==> src/verilog/flash_poll_pkg.sv <==
// Purpose: constants shared by the flash status poller and its bus cycle engine
// Assumes: 16-bit parallel NOR flash, asynchronous strobes, 20 MHz controller clock
// Notes: bit positions are those of the status word on the data bus
package flash_poll_pkg;
  localparam int unsigned CLK_HZ = 20000000;
  localparam int unsigned DATA_W = 16;
  localparam int unsigned ADDR_W = 22;
  localparam int unsigned DATA_POLL_POS = 7;
  localparam int unsigned TOGGLE_ONE_POS = 6;
  localparam int unsigned TIMEOUT_POS = 5;
  localparam int unsigned ERASE_TIMER_POS = 3;
  localparam int unsigned TOGGLE_TWO_POS = 2;
  // strobe phase lengths in cycles of the controller clock
  localparam int unsigned SETUP_CYC = 2;
  localparam int unsigned STROBE_CYC = 4;
  localparam int unsigned HOLD_CYC = 2;
  localparam logic [3:0] PHASE_LAST = 4'h8;
  // spacing between polls while the host waits
  localparam int unsigned POLL_GAP_NS = 1000;
  localparam int unsigned POLL_GAP_CYC = (POLL_GAP_NS * (CLK_HZ / 1000000) + 999) / 1000;
  localparam logic [7:0] POLL_GAP_VAL = 8'(POLL_GAP_CYC);
  localparam logic [15:0] RESET_CMD = 16'h00f0;
  localparam logic [1:0] RESULT_OK = 2'h0;
  localparam logic [1:0] RESULT_FAIL = 2'h1;
  localparam logic [1:0] RESULT_NONE = 2'h2;
  typedef enum logic [1:0] {MODE_TOGGLE, MODE_DATA_POLL, MODE_ERASE_TIMER} poll_mode_t;
endpackage

==> src/verilog/flash_cycle_if.sv <==
// Purpose: request and answer bundle between poller and bus cycle engine
// Assumes: one cycle in flight at a time
// Notes: done pulses one clock when the strobe has ended
`timescale 1ns/1ns
interface flash_cycle_if;
  import flash_poll_pkg::*;
  logic start;
  logic write;
  logic [ADDR_W-1:0] addr;
  logic [DATA_W-1:0] wdata;
  logic done;
  logic [DATA_W-1:0] rdata;
  modport master (output start, output write, output addr, output wdata, input done, input rdata);
  modport engine (input start, input write, input addr, input wdata, output done, output rdata);
endinterface

==> src/verilog/flash_status_poller.sv <==
// Purpose: host side poller that waits out flash program and erase operations
// Assumes: the caller has just written the program or erase command itself
// Notes: result reported once per request; failure path issues the reset command
`timescale 1ns/1ns
module flash_status_poller
  import flash_poll_pkg::*;
(
  input wire logic ref_clk, // 20 MHz clock
  input wire logic rst, // synchronous reset, high
  input wire logic clk_en, // freezes all state when low
  input wire logic req_valid, // start a status check
  input wire poll_mode_t req_mode, // which status method
  input wire logic [ADDR_W-1:0] req_addr, // poll valid address
  input wire logic [7:0] req_expect, // datum written, for data polling
  output logic req_ready_q, // idle and accepting
  output logic res_valid_q, // one-cycle result pulse
  output logic [1:0] res_code_q, // ok, fail or none
  output logic [DATA_W-1:0] res_data_q, // final word read
  output logic busy_seen_q, // ready/busy pin sampled low
  output logic ce_n_q, // flash chip enable
  output logic oe_n_q, // flash output enable
  output logic we_n_q, // flash write strobe
  output logic [ADDR_W-1:0] a_q, // flash address
  output logic [DATA_W-1:0] dq_out_q, // flash data out
  output logic dq_oe_q, // high while driving data
  input wire logic [DATA_W-1:0] dq_in, // flash data in, asynchronous
  input wire logic ready_busy_n // open-drain status pin with pull-up
);
  typedef enum {ST_IDLE, ST_FIRST, ST_READ, ST_FINAL, ST_RESET, ST_GAP} state_t;
  state_t state_q, state_d;
  logic [DATA_W-1:0] dq_meta_q, dq_sync_q;
  logic rb_meta_q, rb_sync_q;
  logic [ADDR_W-1:0] addr_q;
  logic [7:0] expect_q;
  logic [7:0] gap_q;
  poll_mode_t mode_q;
  logic prev_tog_q;
  logic timeout_seen_q;
  logic [1:0] code_q;
  flash_cycle_if cyc ();
  // two-stage synchronisers; only the second stage is read
  always_ff @(posedge ref_clk) begin
    if (rst) begin
      dq_meta_q <= '0;
      dq_sync_q <= '0;
      rb_meta_q <= 1'b1;
      rb_sync_q <= 1'b1;
    end else if (clk_en) begin
      dq_meta_q <= dq_in;
      dq_sync_q <= dq_meta_q;
      rb_meta_q <= ready_busy_n;
      rb_sync_q <= rb_meta_q;
    end
  end
  flash_cycle u_cycle (
    .ref_clk(ref_clk),
    .rst(rst),
    .clk_en(clk_en),
    .cyc(cyc.engine),
    .dq_sync(dq_sync_q),
    .ce_n_q(ce_n_q),
    .oe_n_q(oe_n_q),
    .we_n_q(we_n_q),
    .a_q(a_q),
    .dq_out_q(dq_out_q),
    .dq_oe_q(dq_oe_q)
  );
  // decode of the word just read
  wire [DATA_W-1:0] rd = cyc.rdata;
  wire tog_now = rd[TOGGLE_ONE_POS];
  wire tog_same = tog_now == prev_tog_q;
  wire poll_match = rd[DATA_POLL_POS] == expect_q[DATA_POLL_POS];
  wire to_flag = rd[TIMEOUT_POS];
  wire timer_done = rd[ERASE_TIMER_POS];
  wire op_done = (mode_q == MODE_TOGGLE) ? tog_same : poll_match;
  // a gap between polls; reads always use the caller's valid address in the busy bank
  wire gap_done = gap_q == 8'h00;
  assign cyc.start = (state_q == ST_FIRST || state_q == ST_READ || state_q == ST_FINAL ||
                      state_q == ST_RESET) && !cyc.done && gap_done;
  assign cyc.write = state_q == ST_RESET;
  assign cyc.addr = addr_q;
  assign cyc.wdata = RESET_CMD;
  // named conditions for the bookkeeping processes
  wire req_take = state_q == ST_IDLE && req_valid && req_ready_q;
  wire first_done = state_q == ST_FIRST && cyc.done;
  wire read_done = state_q == ST_READ && cyc.done;
  wire timer_read = first_done && mode_q == MODE_ERASE_TIMER;
  wire to_sample = (read_done && !op_done) || (first_done && mode_q != MODE_ERASE_TIMER);
  wire gap_load = state_d == ST_GAP && state_q != ST_GAP;
  wire result_now = state_q != ST_IDLE && state_d == ST_IDLE;
  // timer check is a single read: ok once the timer has expired, none while it still runs
  wire [1:0] timer_code = timer_done ? RESULT_OK : RESULT_NONE;
  wire [1:0] result_code = timer_read ? timer_code : code_q;
  // sequencing of the polling algorithms
  // a check in progress cannot be abandoned; the caller waits for its result
  always_comb begin
    state_d = state_q;
    case (state_q)
      ST_IDLE: if (req_take) state_d = ST_FIRST;
      ST_FIRST: if (cyc.done) state_d = (mode_q == MODE_ERASE_TIMER) ? ST_IDLE : ST_GAP;
      ST_GAP: if (gap_done) state_d = ST_READ;
      ST_READ: begin
        if (cyc.done) begin
          if (op_done) state_d = ST_FINAL;
          else if (timeout_seen_q) state_d = ST_RESET;
          else state_d = ST_GAP;
        end
      end
      ST_FINAL: if (cyc.done) state_d = ST_IDLE;
      ST_RESET: if (cyc.done) state_d = ST_IDLE;
      default: state_d = ST_IDLE;
    endcase
  end
  // state register; the machine only moves while the clock enable is high
  always_ff @(posedge ref_clk) begin
    if (rst) begin
      state_q <= ST_IDLE;
    end else if (clk_en) begin
      state_q <= state_d;
    end
  end
  // request capture; fields are held for the whole check so the poll address never drifts
  always_ff @(posedge ref_clk) begin
    if (rst) begin
      addr_q <= '0;
      expect_q <= 8'h00;
      mode_q <= MODE_TOGGLE;
    end else if (clk_en && req_take) begin
      addr_q <= req_addr;
      expect_q <= req_expect;
      mode_q <= req_mode;
    end
  end
  // toggle history; every finished read refreshes it, so a new check starts from its own first read
  always_ff @(posedge ref_clk) begin
    if (rst) begin
      prev_tog_q <= 1'b0;
    end else if (clk_en && cyc.done) begin
      prev_tog_q <= tog_now;
    end
  end
  // timeout is sampled on the first read and on each read that still shows busy; then one recheck
  always_ff @(posedge ref_clk) begin
    if (rst) begin
      timeout_seen_q <= 1'b0;
    end else if (clk_en) begin
      if (req_take) timeout_seen_q <= 1'b0;
      else if (to_sample) timeout_seen_q <= to_flag;
    end
  end
  // poll gap counter; spacing the reads keeps bus traffic low while the flash works
  always_ff @(posedge ref_clk) begin
    if (rst) begin
      gap_q <= 8'h00;
    end else if (clk_en) begin
      if (gap_load) gap_q <= POLL_GAP_VAL;
      else if (!gap_done) gap_q <= gap_q - 8'h01;
    end
  end
  // verdict of the latest status read, handed out when the check ends
  always_ff @(posedge ref_clk) begin
    if (rst) begin
      code_q <= RESULT_OK;
    end else if (clk_en && read_done) begin
      code_q <= op_done ? RESULT_OK : RESULT_FAIL;
    end
  end
  // handshake outputs registered from the next state
  always_ff @(posedge ref_clk) begin
    if (rst) begin
      req_ready_q <= 1'b0;
      res_valid_q <= 1'b0;
    end else if (clk_en) begin
      req_ready_q <= state_d == ST_IDLE;
      res_valid_q <= result_now;
    end
  end
  // result fields stand until the next result
  always_ff @(posedge ref_clk) begin
    if (rst) begin
      res_code_q <= RESULT_OK;
      res_data_q <= '0;
    end else if (clk_en && result_now) begin
      res_code_q <= result_code;
      res_data_q <= rd;
    end
  end
  // ready/busy pin after its synchroniser; one more flop keeps the output registered
  always_ff @(posedge ref_clk) begin
    if (rst) begin
      busy_seen_q <= 1'b0;
    end else if (clk_en) begin
      busy_seen_q <= !rb_sync_q;
    end
  end
endmodule // flash_status_poller

==> src/verilog/flash_cycle.sv <==
// Purpose: one asynchronous read or write cycle on the flash pins
// Assumes: data input already passed through a two-stage synchroniser
// Notes: read data is captured in the last strobe cycle, before the strobe rises
`timescale 1ns/1ns
module flash_cycle
  import flash_poll_pkg::*;
(
  input wire logic ref_clk, // controller clock
  input wire logic rst, // synchronous reset
  input wire logic clk_en, // freezes state when low
  flash_cycle_if.engine cyc, // cycle request
  input wire logic [DATA_W-1:0] dq_sync, // synchronised data bus
  output logic ce_n_q, // chip enable
  output logic oe_n_q, // output enable
  output logic we_n_q, // write strobe
  output logic [ADDR_W-1:0] a_q, // address pins
  output logic [DATA_W-1:0] dq_out_q, // data driven out
  output logic dq_oe_q // high while driving data
);
  logic [3:0] phase_q;
  logic busy_q;
  logic wr_q;
  logic [DATA_W-1:0] rdata_q;
  logic done_q;
  wire in_strobe = busy_q && phase_q >= 4'(SETUP_CYC) && phase_q < 4'(SETUP_CYC + STROBE_CYC);
  wire capture = busy_q && !wr_q && phase_q == 4'(SETUP_CYC + STROBE_CYC - 1);
  wire finish = busy_q && phase_q == PHASE_LAST - 4'h1;
  assign cyc.done = done_q;
  assign cyc.rdata = rdata_q;
  // phase counter walks setup, strobe, hold
  always_ff @(posedge ref_clk) begin
    if (rst) begin
      phase_q <= 4'h0;
      busy_q <= 1'b0;
      wr_q <= 1'b0;
      done_q <= 1'b0;
      rdata_q <= '0;
      a_q <= '0;
      dq_out_q <= '0;
    end else if (clk_en) begin
      done_q <= finish;
      if (!busy_q && cyc.start) begin
        busy_q <= 1'b1;
        wr_q <= cyc.write;
        a_q <= cyc.addr;
        dq_out_q <= cyc.wdata;
        phase_q <= 4'h0;
      end else if (busy_q) begin
        phase_q <= phase_q + 4'h1;
        if (finish) busy_q <= 1'b0;
      end
      if (capture) rdata_q <= dq_sync;
    end
  end
  // pin strobes; each status read is a complete ce and oe frame
  always_ff @(posedge ref_clk) begin
    if (rst) begin
      ce_n_q <= 1'b1;
      oe_n_q <= 1'b1;
      we_n_q <= 1'b1;
      dq_oe_q <= 1'b0;
    end else if (clk_en) begin
      ce_n_q <= !in_strobe;
      oe_n_q <= !(in_strobe && !wr_q);
      we_n_q <= !(in_strobe && wr_q);
      dq_oe_q <= busy_q && wr_q && !finish;
    end
  end
endmodule // flash_cycle

==> config.mk <==
export PLATFORM = sky130hd
export DESIGN_NAME = flash_status_poller
export DESIGN_NICKNAME = d
export VERILOG_FILES = /design/src/verilog/flash_poll_pkg.sv /design/src/verilog/flash_cycle_if.sv /design/src/verilog/flash_status_poller.sv /design/src/verilog/flash_cycle.sv
export SDC_FILE = /design/constraint.sdc
export NUM_CORES = 1
export LEC_CHECK = 0
export ABC_AREA = 1
export BUFFER_PORTS_ARGS = -buffer_cell sky130_fd_sc_hd__buf_2
export CAP_MARGIN = 40
export CORE_UTILIZATION = 35
export CTS_CLUSTER_SIZE = 30
export DETAILED_ROUTE_END_ITERATION = 10
export GPL_TIMING_DRIVEN = 0
export SETUP_SLACK_MARGIN = 0.1
export SLEW_MARGIN = 20
export SYNTH_ARGS = -nofsm -noshare
export SYNTH_HDL_FRONTEND = slang
export SYNTH_HIERARCHICAL = 1
export SYNTH_SLANG_ARGS = --single-unit
==> constraint.sdc <==
create_clock -name ref_clk -period 1.95 [get_ports ref_clk]
set_input_delay 0.39 -clock ref_clk [delete_from_list [all_inputs] [get_ports ref_clk]]
set_output_delay 0.39 -clock ref_clk [all_outputs]
set_load 0.005 [all_outputs]
==> Word level (Yosys, flattened, before mapping) <==
Index checks and enable logic that the tools add are counted.
{ "word_totals": {"reg_bits": 181, "latchBits": 0, "ramBits": 0, "mem_bits_ro": 0, "out_inout_bits": 63, "n_memories": 0} }
{ "classes": {"addsub": 2, "mul": 0, "div_mod_pow": 0, "order_cmp": 2, "eq_ne": 18, "n_shift": 0, "n_mux": 22, "n_bitwise": 0, "reduce_logical": 52} }
{ "op_table": {"columns": ["op", "n"], "rows": [
  ["2-to-1 mux 32 bit", 5],
  ["one-hot mux 32 bit (5 select lines)", 1],
  ["== test 32 x 3 -> 1 bit (second input constant)", 4],
  ["== test 32 x 2 -> 1 bit (second input constant)", 3],
  ["zero test 32 bit", 3],
  ["== test 32 x 4 -> 1 bit (second input constant)", 2],
  ["== test 32 x 1 -> 1 bit (second input constant)", 1],
  ["!= test 32 x 4 -> 1 bit (second input constant)", 1],
  ["nonzero test 32 bit", 1],
  ["logical AND 1 bit", 25],
  ["2-to-1 mux 8 bit", 2],
  ["AND reduction 2 bit", 5],
  ["zero test 1 bit", 9],
  ["== test 4 x 3 -> 1 bit (second input constant)", 2],
  ["zero test 8 bit", 1],
  ["2-to-1 mux 1 bit", 8],
  ["2-to-1 mux 4 bit", 2],
  ["subtractor 8 x 1 -> 8 bit (second input constant)", 1],
  ["2-to-1 mux 3 bit", 2],
  ["adder 4 x 1 -> 4 bit (second input constant)", 1],
  ["greater-or-equal comparator 4 x 2 -> 1 bit (second input constant)", 1],
  ["logical OR 1 bit", 4],
  ["< comparator 4 x 3 -> 1 bit (second input constant)", 1],
  ["2-to-1 mux 2 bit", 2],
  ["7 further kinds", 9]
]} }

==> Depth between registers and ports, before layout <==
Gate-level depths: netlist of the first run.
{ "depth": {"ltp_word": 9, "ltp_mapped": 17, "mapped_depth_nobuf": 16} }

==> Modules after synthesis <==
The synthesis of the first run kept the hierarchy.
{ "modules_own_cells": {"columns": ["mod", "instances", "cells_per_inst", "area_per_inst_um2", "seq_area_each_um2"], "rows": [
  ["flash_status_poller", 1, 711, 5166.2, 2462.4],
  ["flash_cycle", 1, 339, 2538.7, 1301.2]
]} }

==> Worst setup path after synthesis of the first run <==
OpenSTA, ideal clock, no wires.
{ "synth_path": {"path_kind": "register -> register", "start": "register state_q[14]", "end": "register u_cycle.a_q[10]", "setup_ns": 0.116, "t_arrival_ns": 1.825, "setup_slack_ns": 0.010, "path_stages_with_launch": 17, "n_path_buf": 2, "period_less_slack_ns": 1.940, "path_cell_list": "dfxtp_1 -> nor2_1 -> nand2_1 -> nor2_4 -> inv_2 -> nor2_2 -> nand2_1 -> nand3_1 -> nand2_1 -> nor2_1 -> nand2_2 -> nor2_4 -> inv_2 -> buf_6 -> buf_6 -> nor2_1 -> nor2_1"} }
{ "synth_between": {"elab_chain_len": 8, "elab_cells_between_ends": 11, "classes_between": "eq/ne: 4; reduce/logical: 7"} }
{ "synth_lines": {"columns": ["element", "line_no", "text"], "rows": [
  ["from (decl)", "flash_status_poller.sv:30", "state_t state_q, state_d;"],
  ["from (signal assigned)", "flash_status_poller.sv:119", "state_q <= state_d;"],
  ["== test 32 x 2 -> 1 bit / == test 32 x 3 -> 1 bit (equally long branches)", "flash_status_poller.sv:78", "assign cyc.start = (state_q == ST_FIRST || state_q == ST_READ || state_q == ST_FINAL ||"],
  ["logical OR 1 bit (2 in series)", "flash_status_poller.sv:78", null],
  ["logical OR 1 bit (*)", "flash_status_poller.sv:78", null],
  ["logical AND 1 bit (*) (2 in series)", "flash_status_poller.sv:79", "state_q == ST_RESET) && !cyc.done && gap_done;"],
  ["via cyc.start", "flash_cycle_if.sv:7", "logic start;"],
  ["logical AND 1 bit (*)", "flash_cycle.sv:42", "if (!busy_q && cyc.start) begin"],
  ["AND reduction 2 bit (no line) (*)", null, null],
  ["to (signal assigned)", "flash_cycle.sv:45", "a_q <= cyc.addr;"],
  ["to (decl)", "flash_cycle.sv:16", "output logic [ADDR_W-1:0] a_q,"]
]} }
Mark *: on every way through the listed nets, which the timed path passes. The rest lies on a longest branch.
A chain may end at the register's enable or synchronous reset.

==> flow_metrics.py, run 1 <==
metrics = {
    "floorplanning": {
        "io_pins": 116,
        "die_h_um": 150,
        "dieArea_sq_um": 22600,
        "core-area_sq_um": 21300,
        "rows": 53,
        "initial_core_util_pct": 36.2,
        "die_w_um": 150,
    },
    "sta": {
        "worst_slew_pin_slew_ps": 736,
        "period_minus_slack_ps": 2070,
        "setup_ws_ps": -118,
        "slew_headroom_pct": 51.0,
        "fmax_ghz": 0.483,
        "hold_viol_final": 0,
        "fin_crit_sh_pct": 106,
        "clock_skew_ps": 16.7,
        "drv_slew": 0,
        "rsz0062_at_grt": "yes",
        "hold_ws_ps": 170,
        "finalSetupViolCount": 73,
    },
    "flow_run": {
        "cap_violations": 0,
    },
    "cts": {
        "cts_buffers": 17,
        "clk_latency_ps": 440,
        "clk_pin_slew_worst_paths_ps": 80,
        "h-tree-depth": 4,
        "postCtsHoldBufs": 0,
        "clockBufferDepth": 2,
        "cts_tree": "yes",
        "clock-sinks": 188,
        "cts_root_buffer": "clkbuf_16",
    },
    "place": {
        "place_ws_ps": -334,
        "place.gp.congestion": 0.860,
        "place.port_buffers": 108,
        "dp_hpwl_um": 13500,
        "dp_cells": 1447,
        "post_dp_cell_area_sq_um": 8670,
    },
    "synthesis": {
        "seq_area_frac_synth_pct": 48.8,
        "synth-xor-area-share_pct": 0.568,
        "synthMostInstantiatedCell": "nor2_1",
        "yosysTopAreaCellShare_pct": 48.8,
        "synth_top_family_by_area": "simple AND/OR/NAND/NOR gates",
        "avgSynthCellArea_sq_um": 7.34,
        "yosysWarnings": 6,
        "async_flop_share_pct": 0,
        "ys_dominant_reg_cell": "dfxtp_1",
        "synth-edff-count": 0,
        "synth_common_cells": "nor2_1 (262), dfxtp_1 (188), nand2_1 (170), inv_1 (85), o21ai_0 (77)",
        "synth_area_leader_cell": "dfxtp_1",
        "yosys.area_share.simple_pct": 29.6,
        "syn-cell-area_sq_um": 7700,
        "syn-instance-count": 1050,
        "post_synth_mux_area_share_pct": 0,
        "synth_fa_ha_area_share_pct": 0.650,
        "synth_compound_area_share_pct": 11.5,
        "synth.distinct_cells": 44,
        "synth_area_leaders": "dfxtp_1 (49%), nor2_1 (13%), nand2_1 (8.3%)",
        "ys_ff_latch": 188,
    },
    "critical_path": {
        "regToRegStartpoint": "state_q[9]$_SDFFE_PP0P_",
        "reg2reg_to": "u_cycle/dq_out_q[8]$_SDFFE_PP0P_",
        "ff2ff_setup_slack_ps": -120,
        "critPathArrivalTime_ps": 2400,
        "crit_type": "register to register",
        "crit_fanout": 5,
        "reg2reg_depth": 16,
        "endpoint_kind": "register",
        "critPathLaunchType": "register",
        "cp.required_ps": 2280,
    },
    "global_routing": {
        "grt_pass1_vias": 6763,
        "antenna_found_initial": 1,
        "grt_pass1_wl_um": 32800,
        "grt_use_total_pct": 18.6,
        "grt_start_max_net_pins": 19,
        "gr-total-overflow": 0,
    },
    "final_layout": {
        "nNetsFinal": 1308,
        "multi_input_area_sq_um": 4140,
        "fillers": 2006,
        "fin_area_sq_um": 10800,
        "drive_gt1_share_pct": 34.4,
        "layout.cells.non_filler": 1540,
        "area_growth_pct": 40.6,
        "register_area_sq_um": 3790,
    },
    "run_status": {
        "failed_checks": "setup timing",
        "status": "complete, but fails checks",
    },
    "routing": {
        "viasPerCell": 4.60,
        "wl_um": 20600,
        "vias": 7079,
        "drc": 0,
        "wl_per_cell_um": 13.4,
        "first_pass_iters": 4,
        "ant_nets": 0,
        "drt_iter0_drc": 414,
    },
    "pwr": {
        "p_leak_nw": 4.81,
        "powerDensity_nw_per_um2": 935,
        "ir_drop_mv": 0.558,
    },
    "min_path": {
        "holdCritStartpoint": "dq_in[13]",
        "hold_path.class": "input port to register",
        "holdPathEnd": "dq_meta_q[13]$_SDFFE_PP0P_",
        "hold_path_depth": 3,
    },
}
==> layout by cell type (no fill, tap or decap), drive strengths merged <==
| cell type | n |
|---|---|
| a211oi | 2 |
| bufinv | 1 |
| or2 | 2 |
| nor4 | 1 |
| a21boi | 1 |
| buf | 200 |
| nand2 | 180 |
| and3 | 1 |
| a21oi | 63 |
| clkinvlp | 3 |
| o2111ai | 1 |
| clkinv | 3 |
| inv | 102 |
| nor2 | 280 |
| nor3 | 4 |
| conb | 16 |
| nand4 | 6 |
| o21ai | 103 |
| o21a | 1 |
| diode | 2 |
| a31oi | 1 |
| xor2 | 3 |
| nand3 | 56 |
| dfxtp | 188 |
| xnor2 | 2 |
| ha | 4 |
| clkbuf | 39 |
==> critical path, stage by stage (launching register included) <==
cell and delay, ps:
dfxtp_2 330, nor2_2 120, nand2_2 80, nor2_4 180, inv_4 60, nor2_4 160, nand2_2 70, nand3_2 80
nand2_2 60, nor2_4 110, nand2_4 70, nor2_4 160, inv_2 70, buf_6 140, buf_8 140, nor2_2 80
nor2_1 50
==> flip-flops by register name, indices dropped and copies added, names as in the netlist, 4 cells and up <==
name and cells:
addr_q 22, u_cycle/a_q 22, gap_q 8, res_data_q 16, u_cycle/phase_q 4, u_cycle/dq_out_q 16
dq_sync_q 16, u_cycle/cyc.rdata 16, dq_meta_q 16, state_q 32
==> through the flow <==
stage	utilization (%)	power [W]	TNS, ps
global placement	40.7	0.00597	-13430
detailed placement	40.7	0.00598	-14730
finish	50.9	0.0101	-5800
global route	50.9	0.0106	-16980
CTS	48.6	0.00990	-9960
floorplan	-	0.00551	0
==> report_power, final <==
part	internal [W]	switching (W)	leakage, nW
Clock	0.00185	0.00159	0.283
Combinational	0.00109	0.00128	2.99
Sequential	0.00412	0.000197	1.54
Total	0.00706	0.00306	4.81
==> what timing repair did <==
item / CTS / global route
setup buffers: 31 / 19
resized for setup: 189 / 104
setup endpoints to repair: 95 / 99
pin swaps: 48 / 63
gates cloned: 11 / 1
==> worst max-delay path by stage <==
| stage | startpoint | to | slack (ps) | cells after the start |
|---|---|---|---|---|
| 3_3_place_gp | state_q[14]$_SDFFE_PP0P_ | u_cycle/a_q[9]$_SDFFE_PP0P_ | -320 | 16 |
| 2_1_floorplan | state_q[10]$_SDFFE_PP0P_ | u_cycle/a_q[10]$_SDFFE_PP0P_ | 50 | 16 |
| 6_report | state_q[9]$_SDFFE_PP0P_ | u_cycle/dq_out_q[8]$_SDFFE_PP0P_ | -120 | 16 |
| 3_5_place_dp | state_q[14]$_SDFFE_PP0P_ | u_cycle/a_q[14]$_SDFFE_PP0P_ | -330 | 16 |
| 4_1_cts | state_q[15]$_SDFFE_PP0P_ | u_cycle/a_q[19]$_SDFFE_PP0P_ | -190 | 16 |
| 5_1_grt | gap_q[0]$_SDFFE_PP0P_ | res_code_q[1]$_SDFFE_PP0P_ | -270 | 17 |
==> logic make-up after synthesis <==
group | count (synthesis)
AO/OA/AOI/OAI | 172
XOR/XNOR | 5
adder cells (fa/ha/maj) | 4
buffers and inverters | 151
flip-flops | 188
other | 2
AND/OR/NAND/NOR | 528
==> area by class of cell <==
type	instances	share of cell area (%)
clock buffers	18	4.05
well taps	275	3.18
inverters	96	3.45
multi-input cells	727	38.2
repair buffers	166	11.1
diodes	2	0.0462
plain buffers	55	3.67
clock inverters	13	1.36
flip-flops and latches	188	35.0
==> routing by layer <==
metal	track usage, %	up-vias	part of all wire (%)
li1	-	3685	-
met1	23.4	3235	45
met2	30.3	122	48
met3	4.52	37	3.7
met4	8.08	0	2.8
met5	0	-	0
No activity file was read; power rests on OpenSTA's default activity.
==> run 2: changes to the inputs <==
Settings changed: SETUP_SLACK_MARGIN 0.1 to 0.5.
==> run 2 against run 1 <==
Net effect:
- the run still ends with setup timing left
- sequential power is essentially flat
- first-iteration DRC count shrank 8.5%
- clock power shrank 3%
- fmax shrank 5.4%
- setup slack lost 120 ps
- non-clock buffer count grew 1
- clock skew shrank 9.3 ps
- combinational power shrank 2%
- critical path type unchanged
- largest cell class unchanged
- largest power group unchanged
==> flow_metrics.py, run 2 (synthesis gave the netlist of run 1 again) <==
metrics = {
    "final_layout": {
        "final_common_cell": "nor2_1",
        "fillers": 1958,
        "fin_util_pct": 51.5,
        "regMostFlops": "state_q",
        "reg_top3": "state_q: 32 flops, addr_q: 22 flops, u_cycle/a_q: 22 flops",
        "antenna_cells": 0,
        "drive_gt1_share_pct": 36.5,
        "layout.cells.non_filler": 1540,
        "area_growth_pct": 42.3,
        "largest_register_ffs": 32,
        "nNetsFinal": 1309,
        "register_area_sq_um": 3790,
        "fin_area_sq_um": 11000,
        "multi_input_area_sq_um": 4230,
        "final_cell_mix": "nor2_1 (205), dfxtp_1 (169), nand2_1 (135)",
    },
    "critical_path": {
        "reg2reg_depth": 18,
        "endpoint_kind": "register",
        "ff2ff_setup_slack_ps": -240,
        "crit_chain": "nor2_1 -> nand2_1 -> nor2_4 -> buf_6 -> buf_6 -> nand2_4 -> nor2_4 -> nand2_1 -> nand2_1 -> nand2_1 -> nand3_2 -> nor2_4 -> nand3_4 -> buf_12 -> buf_8 -> nand2_2 -> nand2_1 -> nor2_1",
        "regToRegStartpoint": "state_q[11]$_SDFFE_PP0P_",
        "cp.depth": 18,
        "critPathTopFamily": "simple AND/OR/NAND/NOR gates",
        "crit_slowest_cell": "dfxtp_2",
        "critPathArrivalTime_ps": 2520,
        "crit_buf_inv": 4,
        "cp.required_ps": 2280,
        "crit_type": "register to register",
        "critPathLaunchType": "register",
        "max_stage_delay_ps": 320,
        "crit_fanout": 6,
        "reg2reg_to": "res_data_q[14]$_SDFFE_PP0P_",
        "cp_common_cell": "nand2_1",
    },
    "sta": {
        "fin_crit_sh_pct": 112,
        "slew_headroom_pct": 36.2,
        "hold_viol_final": 0,
        "clock_skew_ps": 7.41,
        "worst_slew_pin_slew_ps": 956,
        "finalSetupViolCount": 94,
        "fmax_ghz": 0.457,
        "drv_slew": 0,
        "setup_ws_ps": -238,
        "tns_ps": -12250,
        "rsz0062_at_grt": "yes",
        "period_minus_slack_ps": 2190,
    },
    "run_status": {
        "status": "complete, but fails checks",
        "failed_checks": "setup timing",
    },
    "routing": {
        "ant_nets": 0,
        "viasPerCell": 4.69,
        "drt_iter0_drc": 379,
        "wl_met2_um": 10400,
        "wl_per_cell_um": 13.9,
        "first_pass_iters": 5,
        "met3WireLength_um": 737,
        "drc": 0,
        "highest_layer": "met4",
        "wl_met1_um": 9860,
        "wl_um": 21400,
        "vias": 7220,
    },
    "floorplanning": {
        "initial_core_util_pct": 36.2,
        "rows": 53,
        "core-area_sq_um": 21300,
        "dieArea_sq_um": 22600,
        "die_h_um": 150,
        "io_pins": 116,
        "die_w_um": 150,
    },
    "cts": {
        "postCtsHoldBufs": 0,
        "clock-sinks": 188,
        "cts_buffers": 17,
        "clk_latency_ps": 430,
        "h-tree-depth": 4,
        "cts_tree": "yes",
        "clockBufferDepth": 2,
        "cts_root_buffer": "clkbuf_16",
        "clk_pin_slew_worst_paths_ps": 70,
    },
    "global_routing": {
        "antenna_found_initial": 0,
        "grt_start_max_net_pins": 18,
        "gr-total-overflow": 0,
        "grt_pass1_wl_um": 33200,
        "grt_pass1_vias": 6585,
        "grt_use_total_pct": 18.8,
    },
    "min_path": {
        "holdCritStartpoint": "dq_in[14]",
        "hold_path.class": "input port to register",
        "holdPathEnd": "dq_meta_q[14]$_SDFFE_PP0P_",
        "hold_path_depth": 3,
    },
    "place": {
        "dp_hpwl_um": 13600,
        "place_ws_ps": -347,
        "place.gp.congestion": 0.862,
        "place.port_buffers": 108,
        "post_dp_cell_area_sq_um": 8700,
        "dp_cells": 1447,
    },
    "pwr": {
        "p_leak_nw": 4.86,
        "ir_drop_mv": 0.596,
        "powerDensity_nw_per_um2": 910,
    },
    "flow_run": {
        "cap_violations": 0,
    },
}
==> run 2: area by class of cell <==
class | instances | share of cell area, %
buffer | 55 | 3.87
multi-input combinational | 727 | 38.5
sequential | 188 | 34.5
clock buffer | 20 | 4.16
inverter | 96 | 3.45
clock inverter | 12 | 0.970
tap | 275 | 3.14
timing repair buffer | 167 | 11.3
==> run 2: timing repair <==
| item | in CTS | in global routing |
|---|---|---|
| pin swaps | 56 | 72 |
| buffers inserted | 34 | 13 |
| resized for setup | 177 | 151 |
| cloned | 12 | 2 |
| endpoints found under the setup margin | 120 | 125 |
| endpoints found under the hold margin | 0 | 0 |
==> run 2: worst max-delay path by stage <==
stage                                   from                                end  slack [ps]
floorplan           state_q[10]$_SDFFE_PP0P_       u_cycle/a_q[10]$_SDFFE_PP0P_          50
global placement    state_q[23]$_SDFFE_PP0P_   u_cycle/dq_out_q[8]$_SDFFE_PP0P_        -330
detailed placement  state_q[23]$_SDFFE_PP0P_       u_cycle/a_q[10]$_SDFFE_PP0P_        -350
CTS                 state_q[15]$_SDFFE_PP0P_  u_cycle/dq_out_q[11]$_SDFFE_PP0P_        -150
global route         state_q[3]$_SDFFE_PP0P_       u_cycle/a_q[19]$_SDFFE_PP0P_        -320
finish              state_q[11]$_SDFFE_PP0P_        res_data_q[14]$_SDFFE_PP0P_        -240
==> run 2: worst min-delay path, delay by kind of cell <==
family	cells	cell delay [ps]
AND/OR/NAND/NOR	2	110
buffers and inverters	1	70
==> run 2: routing by layer <==
layer  track usage (%)  up-vias
met2              30.4      132
met1              24.9     3362
met5                 0        -
li1                  -     3693
met4              6.57        0
met3              3.48       33
==> run 2: stage by stage <==
step | hold slack [ps] | power [W]
2_1_floorplan | 410 | 0.00552
3_3_place_gp | 427 | 0.00597
3_5_place_dp | 427 | 0.00600
4_1_cts | 161 | 0.00981
5_1_grt | 173 | 0.0105
6_report | 177 | 0.00998
==> run 2: power by group <==
group	total, W	switching (W)	leakage [nW]	internal, W
sequential	0.00432	0.000198	1.54	0.00413
combinational	0.00232	0.00127	3.05	0.00106
clock	0.00333	0.00159	0.262	0.00174
==> run 3: changes to the inputs <==
Settings changed: ABC_AREA 1 to default.
Clock period 1.95 ns to 1.91 ns, I/O delays scaled along.
==> run 3 against run 2 <==
Net effect:
- the flow still finishes with violations (setup timing)
- highest routed layer unchanged
- critical endpoint is now res_data_q[10]$_SDFFE_PP0P_
- final cell count fell by 17%
- die area is 3.1% lower
- sequential power decreased by 3%
==> flow_metrics.py, run 3 <==
metrics = {
    "sta": {
        "setup_ws_ps": -432,
        "drv_slew": 0,
        "slew_headroom_pct": 52.0,
        "period_minus_slack_ps": 2340,
        "rsz0062_at_grt": "yes",
        "fin_crit_sh_pct": 123,
        "fmax_ghz": 0.427,
        "hold_viol_final": 0,
        "finalSetupViolCount": 101,
        "hold_ws_ps": 183,
        "worst_slew_pin_slew_ps": 720,
        "clock_skew_ps": 11.9,
        "tns_ps": -34370,
    },
    "pwr": {
        "p_switching_w": 0.00249,
        "power_w": 0.00949,
        "p_leak_nw": 4.34,
        "p_seq_share_pct": 44.3,
        "ir_drop_mv": 0.656,
        "p_sw_share_pct": 26.2,
        "power.share.clock_pct": 40.3,
        "p_comb_share_pct": 15.4,
        "powerDensity_nw_per_um2": 906,
        "internal_power_w": 0.00700,
    },
    "critical_path": {
        "critPathLaunchType": "register",
        "crit_fanout": 10,
        "crit_type": "register to register",
        "endpoint_kind": "register",
        "cp.required_ps": 2220,
        "critPathArrivalTime_ps": 2660,
    },
    "synthesis": {
        "synthMostInstantiatedCell": "dfxtp_1",
        "synth_common_cells": "dfxtp_1 (188), nand2_1 (101), mux2i_1 (92), nor2_1 (73), nand2b_1 (69)",
        "seq_area_frac_synth_pct": 50.4,
        "yosysTopAreaCellShare_pct": 50.4,
        "synth.distinct_cells": 64,
        "synth-edff-count": 0,
        "ys_ff_latch": 188,
        "syn-instance-count": 796,
        "syn-cell-area_sq_um": 7460,
        "avgSynthCellArea_sq_um": 9.38,
        "synth_area_leaders": "dfxtp_1 (50%), mux2i_1 (12%), nand2b_1 (5.8%)",
        "synth_area_leader_cell": "dfxtp_1",
        "ys_dominant_reg_cell": "dfxtp_1",
        "yosysWarnings": 6,
        "async_flop_share_pct": 0,
    },
    "floorplanning": {
        "core-area_sq_um": 21000,
        "io_pins": 116,
        "dieArea_sq_um": 21900,
        "initial_core_util_pct": 35.6,
        "die_w_um": 148,
        "die_h_um": 148,
        "rows": 53,
    },
    "final_layout": {
        "drive_gt1_share_pct": 37.0,
        "antenna_cells": 0,
        "fin_util_pct": 50.0,
        "fillers": 1916,
        "area_growth_pct": 40.3,
        "multi_input_area_sq_um": 4240,
        "final_common_cell": "dfxtp_1",
        "nNetsFinal": 1041,
        "regMostFlops": "state_q",
        "largest_register_ffs": 32,
        "register_area_sq_um": 3790,
        "reg_top3": "state_q: 32 flops, addr_q: 22 flops, u_cycle/a_q: 22 flops",
        "final_cell_mix": "dfxtp_1 (172), buf_2 (114), mux2i_1 (91)",
    },
    "place": {
        "place.gp.congestion": 0.828,
        "dp_hpwl_um": 12500,
        "place.port_buffers": 107,
    },
    "cts": {
        "cts_tree": "yes",
        "clock-sinks": 188,
        "h-tree-depth": 4,
        "clk_latency_ps": 430,
        "clk_pin_slew_worst_paths_ps": 70,
        "postCtsHoldBufs": 0,
        "cts_buffers": 17,
        "clockBufferDepth": 2,
        "cts_root_buffer": "clkbuf_16",
    },
    "min_path": {
        "hold_path.class": "input port to register",
    },
    "global_routing": {
        "grt_use_total_pct": 16.8,
        "antenna_found_initial": 1,
        "gr-total-overflow": 0,
        "grt_start_max_net_pins": 18,
        "grt_pass1_vias": 5552,
        "grt_pass1_wl_um": 28900,
    },
    "routing": {
        "viasPerCell": 4.72,
        "vias": 5998,
        "ant_nets": 0,
        "wl_um": 19200,
        "wl_per_cell_um": 15.1,
        "first_pass_iters": 4,
        "drt_iter0_drc": 266,
        "drc": 0,
    },
    "run_status": {
        "failed_checks": "setup timing",
        "status": "complete, but fails checks",
    },
    "flow_run": {
        "cap_violations": 0,
    },
}
[run 3: cell count changes after synthesis, moves of 65 or more]
cell      before  now
nand2b_1       0   69
o21ai_0       77   12
mux2i_1        0   92
nor2_1       262   73
inv_1         85   11
nand2_1      170  101
[run 3: worst max-delay path, cell delays in order, from the launching register on]
cell,delay (ps)
dfxtp_1,350
or4_4,530
or3_4,400
o32ai_4,270
o21ai_2,90
o2111a_1,160
buf_6,160
buf_12,150
mux2i_1,120
[run 3: path summary, 6_finish.rpt]
path                                              start                          end  slack, ps  cells past startpoint
worst max register to register  state_q[5]$_SDFFE_PP0P_  res_data_q[10]$_SDFFE_PP0P_       -430                      8
worst min register to register   rb_sync_q$_SDFFE_PP1P_     busy_seen_q$_SDFFE_PP0P_        450                      1
worst max-delay path            state_q[5]$_SDFFE_PP0P_  res_data_q[10]$_SDFFE_PP0P_       -430                      8
worst min-delay path                          dq_in[10]   dq_meta_q[10]$_SDFFE_PP0P_        180                      3
[run 3: per-stage QoR]
| stage | cells | setup WS (ps) | area [sq um] |
|---|---|---|---|
| 6_report | 1272 | -432 | 10500 |
| 5_1_grt | 1272 | -503 | 10500 |
| 4_1_cts | 1238 | -417 | 9340 |
| 3_5_place_dp | 1192 | -1010 | 8430 |
| 3_3_place_gp | 1192 | -1030 | 8430 |
| 2_1_floorplan | 810 | -292 | 7550 |
[run 3: metal layers]
metal	GRT usage (%)	up-vias	wire, um
met5	0	-	0
met4	4.69	0	245
met3	3.49	21	647
met2	27.2	121	9330
met1	22.4	2799	8970
li1	-	3057	-
[run 3: power groups by stage]
stage                     Clock (W)  Combinational [W]  Sequential, W
after global routing        0.00406            0.00159        0.00422
after detailed placement          0           0.000952        0.00426
after floorplan                   0           0.000702        0.00423
after CTS                   0.00392            0.00114        0.00419
final                       0.00383            0.00146        0.00420
after global placement            0           0.000956        0.00426
[run 3: kinds of logic after synthesis]
logic type      after synthesis  synth area share (%)
fa+ha+maj                     4                 0.671
buf+inv                      61                  3.96
flops                       188                  50.4
simple gates                341                  23.1
xor+xnor                      3                 0.352
other cells                   2                 0.101
mux                          94                  12.6
compound gates              103                  8.73
[run 3: repair_timing]
item,4_1_cts,5_1_grt
gates cloned,1,5
pin swaps,12,100
buffers inserted,13,29
endpoints found under the setup margin,148,169
endpoints found under the hold margin,0,0
gates resized for setup,40,228
[run 3: layout make-up]
cell class / count / area share, %
multi-input combinational: 561 / 40.5
sequential: 188 / 36.2
timing repair buffer: 155 / 9.79
clock buffer: 18 / 4.10
buffer: 50 / 3.80
tap: 275 / 3.29
clock inverter: 14 / 1.95
inverter: 11 / 0.394
